### config.mk
export PLATFORM = sky130hd
export DESIGN_NAME = asr_top
export DESIGN_NICKNAME = d
export VERILOG_FILES = /design/src/hw/asr_pkg.sv /design/src/hw/asr_sync.sv /design/src/hw/asr_sink_mux.sv /design/src/hw/asr_top.sv
export SDC_FILE = /design/constraint.sdc
export NUM_CORES = 2
export LEC_CHECK = 0
export BUFFER_PORTS_ARGS = -buffer_cell sky130_fd_sc_hd__buf_4
export CAP_MARGIN = 30
export CELL_PAD_IN_SITES_DETAIL_PLACEMENT = 1
export CELL_PAD_IN_SITES_GLOBAL_PLACEMENT = 2
export CORE_MARGIN = 4
export CORE_UTILIZATION = 42
export DETAILED_ROUTE_END_ITERATION = 16
export HOLD_SLACK_MARGIN = 0.12
export PLACE_DENSITY_LB_ADDON = 0.3
export SYNTH_ARGS = -nofsm -noshare
export SYNTH_HDL_FRONTEND = slang
export SYNTH_SLANG_ARGS = --single-unit
### constraint.sdc
create_clock -name CLOCK -period 15.6 [get_ports CLOCK]
set_input_delay 1.56 -clock CLOCK [delete_from_list [all_inputs] [get_ports CLOCK]]
set_output_delay 1.56 -clock CLOCK [all_outputs]
set_load 0.05 [all_outputs]
### src/hw/asr_pkg.sv
package asr_pkg;

  // ****************************************
  // Bus and selector widths
  // ****************************************
  localparam int ADDR_W = 8;
  localparam int DATA_W = 32;
  localparam int SEL_W = 8;
  localparam int SRC_LAST = 21;

  // ****************************************
  // Source codes
  // ****************************************
  localparam logic [7:0] SRC_NONE = 8'h00;
  localparam logic [7:0] SRC_SPDIF_RECEIVE = 8'h01;
  localparam logic [7:0] SRC_TEST_HEADER1 = 8'h02;
  localparam logic [7:0] SRC_TEST_HEADER2 = 8'h03;
  localparam logic [7:0] SRC_MINICARD_PORT1 = 8'h04;
  localparam logic [7:0] SRC_MINICARD_PORT2 = 8'h05;
  localparam logic [7:0] SRC_MINICARD_PORT3 = 8'h06;
  localparam logic [7:0] SRC_MINICARD_PORT4 = 8'h07;
  localparam logic [7:0] SRC_MINICARD_PORT5 = 8'h08;
  localparam logic [7:0] SRC_EXPANSION_PORT3 = 8'h09;
  localparam logic [7:0] SRC_EXPANSION_PORT4 = 8'h0a;
  localparam logic [7:0] SRC_EXPANSION_PORT1 = 8'h0b;
  localparam logic [7:0] SRC_EXPANSION_PORT2 = 8'h0c;
  localparam logic [7:0] SRC_USB_STREAM_LOW = 8'h0d;
  localparam logic [7:0] SRC_USB_STREAM_HIGH = 8'h0e;
  localparam logic [7:0] SRC_OPTICAL_MULTICHANNEL = 8'h0f;
  localparam logic [7:0] SRC_ANALOGUE_INPUT = 8'h10;
  localparam logic [7:0] SRC_TDM_STREAM = 8'h11;
  localparam logic [7:0] SRC_TDM_PAIR1 = 8'h12;
  localparam logic [7:0] SRC_TDM_PAIR4 = 8'h15;

  // ****************************************
  // Register map
  // ****************************************
  localparam logic [7:0] REG_SEL_BASE = 8'h00;
  localparam logic [7:0] REG_CTRL = 8'h10;
  localparam logic [7:0] REG_FMT = 8'h11;
  localparam logic [7:0] REG_STAT = 8'h12;
  localparam logic [7:0] REG_ACT = 8'h13;
  localparam logic [7:0] SEL_RESET = 8'h00;
  localparam int CTRL_W = 2;
  localparam int CTRL_OPT_BIT = 0;
  localparam int CTRL_MCLK_BIT = 1;
  localparam logic [1:0] CTRL_RESET = 2'h0;

  // ****************************************
  // USB streaming format register
  // ****************************************
  localparam int FMT_W = 21;
  localparam int FLD_W = 5;
  localparam int FMT_HIGH_RATE_BIT = 0;
  localparam int FMT_OUT_CH_LSB = 1;
  localparam int FMT_IN_CH_LSB = 6;
  localparam int FMT_OUT_BITS_LSB = 11;
  localparam int FMT_IN_BITS_LSB = 16;
  localparam logic [4:0] FMT_CH_FULL = 5'h10;
  localparam logic [4:0] FMT_CH_HIGH_RATE = 5'h08;
  localparam logic [4:0] FMT_BITS_DEFAULT = 5'h18;
  localparam logic [20:0] FMT_RESET = {FMT_BITS_DEFAULT,
    FMT_BITS_DEFAULT, FMT_CH_FULL, FMT_CH_FULL, 1'b0};
  localparam int STAT_FMT_OK_BIT = 0;
  localparam int STAT_FMT_DEFAULT_BIT = 1;

  // Codes with a source behind them; the two that need setup are gated
  function automatic logic src_usable(input logic [7:0] code,
    input logic opt_ready, input logic mclk_ready);
    logic ok;
    ok = (code != SRC_NONE) && (code <= SRC_TDM_PAIR4);
    if (code == SRC_OPTICAL_MULTICHANNEL)
      ok = opt_ready;
    if (code == SRC_ANALOGUE_INPUT)
      ok = mclk_ready;
    return ok;
  endfunction

  // Streaming format legal for the selected rate
  function automatic logic fmt_legal(input logic [20:0] fmt);
    logic [4:0] oc;
    logic [4:0] ic;
    logic [4:0] ob;
    logic [4:0] ib;
    logic ok;
    oc = fmt[FMT_OUT_CH_LSB +: FLD_W];
    ic = fmt[FMT_IN_CH_LSB +: FLD_W];
    ob = fmt[FMT_OUT_BITS_LSB +: FLD_W];
    ib = fmt[FMT_IN_BITS_LSB +: FLD_W];
    ok = (oc == ic) && (ob == ib);
    if (fmt[FMT_HIGH_RATE_BIT])
      ok = ok && (oc == FMT_CH_HIGH_RATE) && (ob == FMT_BITS_DEFAULT);
    return ok;
  endfunction

endpackage

### src/hw/asr_sync.sv
`timescale 1ns/10ps
`default_nettype none
module asr_sync
  import asr_pkg::*;
#(
  parameter int W = 1
)
(
  input wire logic clk,
  input wire logic rst,
  input wire logic ce,
  input wire logic [W-1:0] din,
  output logic [W-1:0] dout
);

  // ****************************************
  // Two stage synchroniser
  // ****************************************
  typedef struct packed {
    logic [W-1:0] meta;
    logic [W-1:0] safe;
  } asr_sync_state_type;

  asr_sync_state_type q;
  asr_sync_state_type d;

  always_comb
  begin
    d = q;
    if (ce)
    begin
      d.meta = din;
      d.safe = q.meta;
    end
  end

  always_ff @(posedge clk or posedge rst)
  begin
    if (rst)
      q <= '0;
    else
      q <= d;
  end

  assign dout = q.safe;

endmodule
`default_nettype wire

### src/hw/asr_sink_mux.sv
`timescale 1ns/10ps
`default_nettype none
module asr_sink_mux
  import asr_pkg::*;
#(
  parameter int NSRC = SRC_LAST
)
(
  input wire logic clk,
  input wire logic rst,
  input wire logic ce,
  input wire logic [SEL_W-1:0] sel,
  input wire logic opt_ready,
  input wire logic mclk_ready,
  input wire logic [NSRC:1] src_bclk,
  input wire logic [NSRC:1] src_lrclk,
  input wire logic [NSRC:1] src_data,
  output logic bclk_o,
  output logic lrclk_o,
  output logic data_o,
  output logic conn_o
);

  // ****************************************
  // One sink: pick a source, register it
  // ****************************************
  typedef struct packed {
    logic bclk;
    logic lrclk;
    logic data;
    logic conn;
  } asr_mux_state_type;

  asr_mux_state_type q;
  asr_mux_state_type d;
  logic usable;

  // Codes map straight onto source indices, so the odd expansion
  // order and the DSP card aliases need no translation table
  assign usable = src_usable(sel, opt_ready, mclk_ready)
    && (int'(sel) <= NSRC);

  always_comb
  begin
    d = q;
    if (ce)
    begin
      d = '0;
      if (usable)
      begin
        // Clocks travel with the data; a USB source is always master
        d.bclk = src_bclk[sel];
        d.lrclk = src_lrclk[sel];
        d.data = src_data[sel];
        d.conn = 1'b1;
      end
    end
  end

  always_ff @(posedge clk or posedge rst)
  begin
    if (rst)
      q <= '0;
    else
      q <= d;
  end

  assign bclk_o = q.bclk;
  assign lrclk_o = q.lrclk;
  assign data_o = q.data;
  assign conn_o = q.conn;

  // ****************************************
  // Checks
  // ****************************************
  a_none_idle: assert property (
    @(posedge clk) disable iff (rst)
    ce && sel == SRC_NONE |=> !conn_o && !data_o && !bclk_o)
    else $error("sink not idle with code zero");

  a_unassigned_idle: assert property (
    @(posedge clk) disable iff (rst)
    ce && sel > SRC_TDM_PAIR4 |=> !conn_o && !data_o && !lrclk_o)
    else $error("unassigned code did not idle sink");

  a_spdif_route: assert property (
    @(posedge clk) disable iff (rst)
    ce && sel == SRC_SPDIF_RECEIVE
    |=> data_o == $past(src_data[SRC_SPDIF_RECEIVE]))
    else $error("spdif data not routed");

  a_usb_clock_master: assert property (
    @(posedge clk) disable iff (rst)
    ce && sel == SRC_USB_STREAM_HIGH
    |=> bclk_o == $past(src_bclk[SRC_USB_STREAM_HIGH])
    && lrclk_o == $past(src_lrclk[SRC_USB_STREAM_HIGH]))
    else $error("usb clocks not passed through");

  a_usb_low_route: assert property (
    @(posedge clk) disable iff (rst)
    ce && sel == SRC_USB_STREAM_LOW
    |=> conn_o && data_o == $past(src_data[SRC_USB_STREAM_LOW]))
    else $error("usb low stream not routed");

  a_expansion_order: assert property (
    @(posedge clk) disable iff (rst)
    ce && sel == SRC_EXPANSION_PORT1
    |=> data_o == $past(src_data[SRC_EXPANSION_PORT1]))
    else $error("expansion port one misrouted");

  a_minicard_route: assert property (
    @(posedge clk) disable iff (rst)
    ce && sel == SRC_MINICARD_PORT3
    |=> bclk_o == $past(src_bclk[SRC_MINICARD_PORT3]))
    else $error("minicard port three misrouted");

  a_optical_gate: assert property (
    @(posedge clk) disable iff (rst)
    ce && sel == SRC_OPTICAL_MULTICHANNEL |=> conn_o == $past(opt_ready))
    else $error("optical source gating wrong");

  a_analogue_gate: assert property (
    @(posedge clk) disable iff (rst)
    ce && sel == SRC_ANALOGUE_INPUT |=> conn_o == $past(mclk_ready))
    else $error("analogue source gating wrong");

  a_tdm_pair: assert property (
    @(posedge clk) disable iff (rst)
    ce && sel == SRC_TDM_PAIR4
    |=> lrclk_o == $past(src_lrclk[SRC_TDM_PAIR4]))
    else $error("tdm pair four misrouted");

  a_frozen_ce: assert property (
    @(posedge clk) disable iff (rst)
    !ce |=> $stable(q))
    else $error("state moved with enable low");

  c_usb_routed: cover property (
    @(posedge clk) disable iff (rst)
    sel == SRC_USB_STREAM_LOW ##1 conn_o);

  c_tdm_stream: cover property (
    @(posedge clk) disable iff (rst)
    sel == SRC_TDM_STREAM ##1 conn_o && data_o);

endmodule
`default_nettype wire

### src/hw/asr_top.sv
// The address map and the plain strobed port are this design's own decisions.
`timescale 1ns/10ps
`default_nettype none
module asr_top
  import asr_pkg::*;
#(
  parameter int NUM_SINKS = 16,
  parameter int NSRC = SRC_LAST
)
(
  input wire logic CLOCK,
  input wire logic RESET,
  input wire logic CLOCK_ENABLE,
  input wire logic [ADDR_W-1:0] ADDRESS,
  input wire logic [DATA_W-1:0] WRITE_DATA,
  input wire logic WRITE_STROBE,
  input wire logic READ_STROBE,
  output logic [DATA_W-1:0] READ_DATA,
  input wire logic [NSRC:1] SRC_BCLK,
  input wire logic [NSRC:1] SRC_LRCLK,
  input wire logic [NSRC:1] SRC_DATA,
  output logic [NUM_SINKS-1:0] SINK_BCLK,
  output logic [NUM_SINKS-1:0] SINK_LRCLK,
  output logic [NUM_SINKS-1:0] SINK_DATA,
  output logic [NUM_SINKS-1:0] SINK_CONNECTED
);

  // ****************************************
  // State
  // ****************************************
  typedef struct packed {
    logic [NUM_SINKS-1:0][SEL_W-1:0] sel;
    logic [CTRL_W-1:0] ctrl;
    logic [FMT_W-1:0] fmt;
    logic [NSRC:1] prev_bclk;
    logic [NSRC:1] act;
    logic [DATA_W-1:0] rdata;
  } asr_top_state_type;

  asr_top_state_type q;
  asr_top_state_type d;

  logic [NSRC:1] bclk_s;
  logic [NSRC:1] lrclk_s;
  logic [NSRC:1] data_s;
  logic [NSRC:1] edges;
  logic fmt_ok;
  logic fmt_default;

  // ****************************************
  // Pin sampling
  // ****************************************
  // Source clocks come from other parties, so every pin is taken
  // through two flops before any routing or edge logic sees it
  asr_sync #(
    .W(3 * NSRC)
  ) u_sync (
    .clk(CLOCK),
    .rst(RESET),
    .ce(CLOCK_ENABLE),
    .din({SRC_DATA, SRC_LRCLK, SRC_BCLK}),
    .dout({data_s, lrclk_s, bclk_s})
  );

  assign edges = bclk_s & ~q.prev_bclk;
  assign fmt_ok = fmt_legal(q.fmt);
  // The default holds for both directions, not only the outbound one
  assign fmt_default = (q.fmt[FMT_OUT_CH_LSB +: FLD_W] == FMT_CH_FULL)
    && (q.fmt[FMT_IN_CH_LSB +: FLD_W] == FMT_CH_FULL)
    && (q.fmt[FMT_OUT_BITS_LSB +: FLD_W] == FMT_BITS_DEFAULT)
    && (q.fmt[FMT_IN_BITS_LSB +: FLD_W] == FMT_BITS_DEFAULT)
    && !q.fmt[FMT_HIGH_RATE_BIT];

  // ****************************************
  // Register access
  // ****************************************
  function automatic logic [DATA_W-1:0] read_word(
    input asr_top_state_type s, input logic [ADDR_W-1:0] a,
    input logic ok, input logic dflt);
    logic [DATA_W-1:0] w;
    w = '0;
    for (int i = 0; i < NUM_SINKS; i++)
    begin
      if (a == REG_SEL_BASE + ADDR_W'(i))
        w[SEL_W-1:0] = s.sel[i];
    end
    case (a)
      REG_CTRL: w[CTRL_W-1:0] = s.ctrl;
      REG_FMT: w[FMT_W-1:0] = s.fmt;
      REG_STAT:
      begin
        w[STAT_FMT_OK_BIT] = ok;
        w[STAT_FMT_DEFAULT_BIT] = dflt;
      end
      REG_ACT: w[NSRC:1] = s.act;
      default: w = w;
    endcase
    return w;
  endfunction

  always_comb
  begin
    d = q;
    if (CLOCK_ENABLE)
    begin
      d.rdata = '0;
      d.prev_bclk = bclk_s;
      d.act = q.act | edges;
      if (WRITE_STROBE)
      begin
        for (int i = 0; i < NUM_SINKS; i++)
        begin
          if (ADDRESS == REG_SEL_BASE + ADDR_W'(i))
            d.sel[i] = WRITE_DATA[SEL_W-1:0];
        end
        case (ADDRESS)
          REG_CTRL: d.ctrl = WRITE_DATA[CTRL_W-1:0];
          REG_FMT: d.fmt = WRITE_DATA[FMT_W-1:0];
          // Clearing activity: a fresh edge in the same cycle wins
          REG_ACT: d.act = (q.act & ~WRITE_DATA[NSRC:1]) | edges;
          default: d.ctrl = q.ctrl;
        endcase
      end
      if (READ_STROBE)
        d.rdata = read_word(q, ADDRESS, fmt_ok, fmt_default);
    end
  end

  always_ff @(posedge CLOCK or posedge RESET)
  begin
    if (RESET)
    begin
      q.sel <= {NUM_SINKS{SEL_RESET}};
      q.ctrl <= CTRL_RESET;
      q.fmt <= FMT_RESET;
      q.prev_bclk <= '0;
      q.act <= '0;
      q.rdata <= '0;
    end
    else
      q <= d;
  end

  assign READ_DATA = q.rdata;

  // ****************************************
  // Per sink routing
  // ****************************************
  // One registered mux per sink; adds one cycle after the synchroniser
  // which is far below a bit clock period at this system rate
  generate
    for (genvar k = 0; k < NUM_SINKS; k++)
    begin : g_sink
      asr_sink_mux #(
        .NSRC(NSRC)
      ) u_mux (
        .clk(CLOCK),
        .rst(RESET),
        .ce(CLOCK_ENABLE),
        .sel(q.sel[k]),
        .opt_ready(q.ctrl[CTRL_OPT_BIT]),
        .mclk_ready(q.ctrl[CTRL_MCLK_BIT]),
        .src_bclk(bclk_s),
        .src_lrclk(lrclk_s),
        .src_data(data_s),
        .bclk_o(SINK_BCLK[k]),
        .lrclk_o(SINK_LRCLK[k]),
        .data_o(SINK_DATA[k]),
        .conn_o(SINK_CONNECTED[k])
      );

      // End to end: gating as seen at the pins, not only inside the mux
      a_unassigned_sink: assert property (
        @(posedge CLOCK) disable iff (RESET)
        CLOCK_ENABLE && q.sel[k] > SRC_TDM_PAIR4
        |=> !SINK_CONNECTED[k] && !SINK_DATA[k] && !SINK_BCLK[k])
        else $error("sink driven by unassigned code");

      a_optical_closed: assert property (
        @(posedge CLOCK) disable iff (RESET)
        CLOCK_ENABLE && q.sel[k] == SRC_OPTICAL_MULTICHANNEL
        && !q.ctrl[CTRL_OPT_BIT] |=> !SINK_CONNECTED[k] && !SINK_DATA[k])
        else $error("optical source routed before setup");

      a_analogue_closed: assert property (
        @(posedge CLOCK) disable iff (RESET)
        CLOCK_ENABLE && q.sel[k] == SRC_ANALOGUE_INPUT
        && !q.ctrl[CTRL_MCLK_BIT] |=> !SINK_CONNECTED[k] && !SINK_DATA[k])
        else $error("analogue source routed without clock");

      a_usb_data_path: assert property (
        @(posedge CLOCK) disable iff (RESET)
        CLOCK_ENABLE && q.sel[k] == SRC_USB_STREAM_HIGH
        |=> SINK_DATA[k] == $past(data_s[SRC_USB_STREAM_HIGH]))
        else $error("usb high stream not at sink pin");
    end
  endgenerate

  // ****************************************
  // Checks
  // ****************************************
  a_sel_readback: assert property (
    @(posedge CLOCK) disable iff (RESET)
    CLOCK_ENABLE && WRITE_STROBE && ADDRESS == REG_SEL_BASE
    ##1 CLOCK_ENABLE && READ_STROBE && ADDRESS == REG_SEL_BASE
    && !WRITE_STROBE
    |=> READ_DATA == {24'h000000, $past(WRITE_DATA[SEL_W-1:0], 2)})
    else $error("selector readback mismatch");

  a_read_only_once: assert property (
    @(posedge CLOCK) disable iff (RESET)
    CLOCK_ENABLE && !READ_STROBE |=> READ_DATA == 32'h00000000)
    else $error("read data outside its cycle");

  a_fmt_high_rate: assert property (
    @(posedge CLOCK) disable iff (RESET)
    q.fmt[FMT_HIGH_RATE_BIT]
    && q.fmt[FMT_OUT_CH_LSB +: FLD_W] == FMT_CH_FULL |-> !fmt_ok)
    else $error("full width accepted at top rate");

  a_fmt_default: assert property (
    @(posedge CLOCK) disable iff (RESET)
    q.fmt == FMT_RESET |-> fmt_ok && fmt_default)
    else $error("default format not legal");

  a_fmt_mismatch: assert property (
    @(posedge CLOCK) disable iff (RESET)
    q.fmt[FMT_IN_CH_LSB +: FLD_W] != q.fmt[FMT_OUT_CH_LSB +: FLD_W]
    |-> !fmt_ok)
    else $error("mismatched directions accepted");

  a_act_set_wins: assert property (
    @(posedge CLOCK) disable iff (RESET)
    CLOCK_ENABLE && edges[1] |=> q.act[1])
    else $error("activity edge lost");

  a_sink_latency: assert property (
    @(posedge CLOCK) disable iff (RESET)
    CLOCK_ENABLE && q.sel[0] == SRC_NONE |=> !SINK_CONNECTED[0])
    else $error("sink zero connected with code zero");

  a_sel_write: assert property (
    @(posedge CLOCK) disable iff (RESET)
    CLOCK_ENABLE && WRITE_STROBE
    && ADDRESS == REG_SEL_BASE + ADDR_W'(NUM_SINKS - 1)
    |=> q.sel[NUM_SINKS-1] == $past(WRITE_DATA[SEL_W-1:0]))
    else $error("last selector write lost");

  a_ctrl_write: assert property (
    @(posedge CLOCK) disable iff (RESET)
    CLOCK_ENABLE && WRITE_STROBE && ADDRESS == REG_CTRL
    |=> q.ctrl == $past(WRITE_DATA[CTRL_W-1:0]))
    else $error("control write lost");

  a_ctrl_read: assert property (
    @(posedge CLOCK) disable iff (RESET)
    CLOCK_ENABLE && READ_STROBE && ADDRESS == REG_CTRL
    |=> READ_DATA == {30'h0, $past(q.ctrl)})
    else $error("control read wrong");

  a_fmt_write: assert property (
    @(posedge CLOCK) disable iff (RESET)
    CLOCK_ENABLE && WRITE_STROBE && ADDRESS == REG_FMT
    |=> q.fmt == $past(WRITE_DATA[FMT_W-1:0]))
    else $error("format write lost");

  a_unmapped_write: assert property (
    @(posedge CLOCK) disable iff (RESET)
    CLOCK_ENABLE && WRITE_STROBE && ADDRESS > REG_ACT
    |=> $stable(q.sel) && $stable(q.ctrl) && $stable(q.fmt))
    else $error("unmapped write changed a register");

  a_unmapped_read: assert property (
    @(posedge CLOCK) disable iff (RESET)
    CLOCK_ENABLE && READ_STROBE && ADDRESS > REG_ACT
    |=> READ_DATA == 32'h00000000)
    else $error("unmapped read not zero");

  a_stat_read: assert property (
    @(posedge CLOCK) disable iff (RESET)
    CLOCK_ENABLE && READ_STROBE && ADDRESS == REG_STAT
    |=> READ_DATA == {30'h0, $past(fmt_default), $past(fmt_ok)})
    else $error("status read wrong");

  a_fmt_high_ok: assert property (
    @(posedge CLOCK) disable iff (RESET)
    q.fmt == {FMT_BITS_DEFAULT, FMT_BITS_DEFAULT, FMT_CH_HIGH_RATE,
    FMT_CH_HIGH_RATE, 1'b1} |-> fmt_ok && !fmt_default)
    else $error("top rate format refused");

  a_act_clear: assert property (
    @(posedge CLOCK) disable iff (RESET)
    CLOCK_ENABLE && WRITE_STROBE && ADDRESS == REG_ACT
    && WRITE_DATA[1] && !edges[1] |=> !q.act[1])
    else $error("activity bit not cleared");

  c_back_to_back: cover property (
    @(posedge CLOCK) disable iff (RESET)
    WRITE_STROBE ##1 READ_STROBE);

  c_fmt_high_ok: cover property (
    @(posedge CLOCK) disable iff (RESET)
    q.fmt[FMT_HIGH_RATE_BIT] && fmt_ok);

  c_act_clear: cover property (
    @(posedge CLOCK) disable iff (RESET)
    q.act[1] ##1 !q.act[1]);

endmodule
`default_nettype wire

Word level (Yosys, flattened, before mapping) --
Index checks and enable logic that the tools add are counted.
Storage, ports and cells: output and inout port bits 96, latch bits 0, memory bits (writable) 0, bits in registers 415, word-level logic and storage cells 442, memories 0, ROM bits 0, input port bits 108
Operators by class: equal/unequal tests 58, add/sub/neg operators 0, shift operators 0, order comparisons 48, mux-type cells 168, bitwise gates (word level) 6, div/mod/pow operators 0, multiply operators 0, reduce and logical (&&, ||, !) cells 75
Operator list (number):
- less-or-equal comparator 8 x 5 -> 1 bit (second input constant) | 32
- binary-select mux 1 bit (select 5 bit) | 48
- equality test 8 x 4 -> 1 bit (second input constant) | 24
- equality test 8 x 5 -> 1 bit (second input constant) | 20
- < comparator 8 x 6 -> 1 bit (second input constant) | 16
- two-way mux 8 bit | 16
- nonzero test 8 bit | 16
- two-way mux 1 bit | 82
- two-way mux 4 bit | 16
- AND reduction 3 bit | 18
- bitwise AND 21 bit | 2
- two-way mux 21 bit | 2
- NOT 21 bit | 2
- bitwise OR 21 bit | 2
- logical AND 1 bit | 39
- one-hot mux 19 bit (2 select lines) | 1
- equality test 8 x 3 -> 1 bit (second input constant) | 4
- two-way mux 22 bit | 1
- equality test 5 bit (second input constant) | 4
- equality test 8 x 2 -> 1 bit (second input constant) | 2
- equality test 5 bit | 2
- equality test 8 x 1 -> 1 bit (second input constant) | 1
- logical NOT 8 bit | 1
- equality test 5 x 4 -> 1 bit (second input constant) | 1
- 3 further kinds | 3

Longest topological paths before layout --
depth in word-level cells 19, depth in mapped cells 9, depth with buffers taken out 6

Modules after synthesis --
Synthesis repeated with hierarchy kept, for this count alone.
Unflattened totals: cells, all modules 2654, area total of the unflattened synthesis 28842.7 um^2
Modules (own cells, without submodules):
- asr_sink_mux | sequential area each 100.1 um^2, cells an instance 90, area each 810.8 um^2, instances 16
- asr_top | sequential area each 5387.7 um^2, cells an instance 884, area each 10563.9 um^2, instances 1
- asr_sync | sequential area each 3153.0 um^2, cells an instance 330, area each 5306.3 um^2, instances 1

Least setup slack after synthesis --
OpenSTA, ideal clock, no wires.
path type input-to-reg, from input port ADDRESS[0], to register, netlist name q[103], data required time 15.475 ns, path buffers 2, slack 12.383 ns, arrival time 3.092 ns, library setup time 0.125 ns, cell stages on the path 6, cell sequence buf_4 > buf_2 > nor2_1 > nand2_1 > nor3_2 > mux2_2
Between the ends: longest elaborated chain between the ends 2
RTL lines:
- start: declaration | line asr_top.sv:14 | input wire logic [ADDR_W-1:0] ADDRESS,
- logical NOT 8 bit | line asr_top.sv:113 | if (ADDRESS == REG_SEL_BASE + ADDR_W'(i))
- AND reduction 3 bit (no source line)
No other way between the ends. A chain may end at the register's enable or synchronous reset.

==> results.sh <==
export IMPL_status="complete, no violations"
export IMPL_setup_viol=0
export IMPL_nets=2330
export IMPL_seq_area_frac_synth=0.369
export IMPL_tightest_slew_ps=1100
export IMPL_die_y_um=264
export IMPL_drt_iter0_drc=2155
export IMPL_wirelength_um=100000
export IMPL_grt_use_met1=0.384
export IMPL_grt_use_met3=0.0586
export IMPL_wl_per_cell_um=32.2
export IMPL_min_delay_start="q[68]$_DFFE_PP0P_"
export IMPL_cp_top_family="simple AND/OR/NAND/NOR gates"
export IMPL_max_freq_mhz=221
export IMPL_regToRegStartpoint="q[202]$_DFFE_PP0P_"
export IMPL_ys_warn_count=0
export IMPL_first_global_vias=22074
export IMPL_syn2layout_area_growth_pct=9.62
export IMPL_gp_congestion=0.876
export IMPL_grt_first_pass_wirelength_um=150000
export IMPL_ys_flop_type="dfrtp_1"
export IMPL_cp_arrival_ps=5070
export IMPL_synth_top_cell_area_share=0.363
export IMPL_ys_types=72
export IMPL_synth_async_reset_ratio=1.00
export IMPL_syn_cell_area_um2=27500
export IMPL_remaining_drc_errors=0
export IMPL_grt_use_met2=0.442
export IMPL_hpwlAfterDp_um=65400
export IMPL_vias=20929
export IMPL_clockBufferDepth=3
export IMPL_finalCriticalPeriod_ps=4520
export IMPL_antenna_left=0
export IMPL_cts_tree="done"
export IMPL_die_area_um2=69600
export IMPL_fill_cells=6600
export IMPL_cpMaxStageDelayCell="nor4_1"
export IMPL_synth_top_area_cell="dfrtp_1"
export IMPL_criticalPathCategory="primary input to flop"
export IMPL_layout_commonest_cell="dfrtp_1"
export IMPL_place_ws_ps=10500
export IMPL_timing_critical_path_fanout_max=92
export IMPL_finalHoldViolations=0
export IMPL_fin_cells=3117
export IMPL_dr_pass1_iters=7
export IMPL_ir_drop_uv=79.8
export IMPL_avgSynthCellArea_um2=12.0
export IMPL_r2r_slack_ps=12840
export IMPL_rsz0062_at_grt="no"
export IMPL_grt_max_degree=93
export IMPL_fin_setup_tns_ps=0
export IMPL_cp_end_kind="flop"
export IMPL_fin_worst_skew_ps=32.7
export IMPL_crit_required_ps=16140
export IMPL_slew_limit_headroom=0.269
export IMPL_critPathLaunchType="primary input"
export IMPL_startpoint="CLOCK_ENABLE"
export IMPL_hold_slack_ps=456
export IMPL_ys_ff_latch=405
export IMPL_p_per_area_nw_per_um2=104
export IMPL_h_tree_depth=2
export IMPL_layout_setup_ws_ps=11080
export IMPL_hp_class="flop to flop"
export IMPL_utilization=0.466
export IMPL_synthCells=2297
export IMPL_mostFrequentLayoutCells="399 x dfrtp_1, 323 x mux2_2, 245 x mux4_2, 214 x buf_4, 115 x nand2_1"
export IMPL_clk_pin_slew_ps=60
export IMPL_slew_violations=0
export IMPL_antenna_found_initial=1
export IMPL_synth_enable_flop_cells=0
export IMPL_p_leak_uw=0.0122
export IMPL_io_pins=204
export IMPL_cts_made_buffers=48
export IMPL_crit_chain="clkbuf_8, inv_2, nor4_1, nand4_1, nor3b_1, a221o_1"
export IMPL_clk_latency_ps=620
export IMPL_grt_remaining_overflow=0
export IMPL_grt_busiest_layer="met2"
export IMPL_start_util=0.425
export IMPL_place_inst=3025
export IMPL_post_route_period_util=0.290
export IMPL_die_w_um=264
export IMPL_post_cts_setup_buffers=0
export IMPL_maxCapViolations=0
export IMPL_rows=93
export IMPL_cts_hold_fix_buffers=0
export IMPL_cpPeakStageDelay_ps=960
export IMPL_io_buffer_count=183
export IMPL_ctsResizeCount=0
export IMPL_coreArea_um2=64600
export IMPL_grt_use_total=0.282
export IMPL_final_layout_size_suffix_gt1_frac=0.410
export IMPL_synth_area_leaders="dfrtp_1 36%, mux4_2 20%, mux2_2 13%"
export IMPL_crit_buf_inv=2
export IMPL_cts_sinks=405
export IMPL_cts_root_buf="clkbuf_16"
export IMPL_avgViaCountPerCell=6.71
layer usage:
layer,vias up,part of all wire
li1,8420,-
met1,11023,0.40
met2,1206,0.46
met3,280,0.091
met4,0,0.048
met5,-,0
flip-flops by register name, summed over array words and instances, names as in the netlist:
name,count
READ_DATA,22
u_sync.dout,63
g_sink.u_mux.data_o,16
g_sink.u_mux.bclk_o,16
g_sink.u_mux.lrclk_o,16
u_sync.q,63
q,193
g_sink.u_mux.conn_o,16
power breakdown:
| group | total [uW] | internal (uW) | switching [uW] |
|---|---|---|---|
| sequential | 1380 | 1130 | 250 |
| clock | 1170 | 690 | 481 |
| combinational | 576 | 304 | 272 |
worst reg2reg max path, stage by stage (launching register included):
cell and delay [ps]:
dfrtp_1 940, or4_1 220, a21oi_1 40, a21oi_1 160
o211ai_1 130, nor3b_1 880, a221o_1 320
cell usage after synthesis, drive strengths merged (3+ instances only):
library cell and n:
a22o 47, nor4 32, nor4b 3, nor3b 13, nand3 11, or2 4
nand2b 20, o21ai 69, a32o 3, or3 3, xnor2 6, nor2 97
and2 6, nor2b 78, a21o 5, a211oi 3, nand2 117, a31oi 9
dfstp 6, a221oi 6, mux2i 74, clkbuf 161, inv 76, o221ai 3
a221o 45, mux4 245, a22oi 18, or4 4, a21oi 42, mux2 343
a2111oi 4, o211ai 17, xor2 4, o22ai 49, dfrtp 399, o2bb2ai 18
nand4 21, nor3 14, buf 195
per-stage QoR:
step,total power [uW],cell area [um^2]
floorplan,1700,27500
global placement,1920,28300
detailed placement,1950,28400
CTS,3130,30100
global route,3230,30100
finish,3130,30100
cell families (layout without fill, tap and decap cells):
| family | after synthesis | after routing | share of synthesized area |
|---|---|---|---|
| AO/OA/AOI/OAI | 354 | 354 | 0.0930 |
| XOR/XNOR | 10 | 10 | 0.00319 |
| buffers and inverters | 433 | 387 | 0.0801 |
| flip-flops | 405 | 405 | 0.369 |
| multiplexers | 662 | 662 | 0.371 |
| other | 1 | 12 | 0.000137 |
| AND/OR/NAND/NOR | 432 | 432 | 0.0832 |
layout make-up:
cell class / instances / area [um^2] / share of cell area
diodes: 2 / 5.00 / 0.000166
clock buffers: 68 / 1390 / 0.0460
clock inverters: 20 / 260 / 0.00864
inverters: 77 / 297 / 0.00985
multi-input cells: 1468 / 15200 / 0.504
flip-flops and latches: 405 / 10100 / 0.337
well taps: 855 / 1070 / 0.0355
repair buffers: 222 / 1780 / 0.0593
final timing paths:
check / to / depth (start not counted)
max: g_sink[1].u_mux.bclk_o$_DFFE_PP0P_ / 6
min: q[47]$_DFFE_PP0P_ / 1
max reg2reg: g_sink[13].u_mux.lrclk_o$_DFFE_PP0P_ / 6
min reg2reg: q[47]$_DFFE_PP0P_ / 1
max in group asynchronous: q[151]$_DFFE_PP0P_ / 4
min in group asynchronous: u_sync.q[116]$_DFFE_PP0P_ / 2
Note: power is estimated with default switching activity, not from simulation.
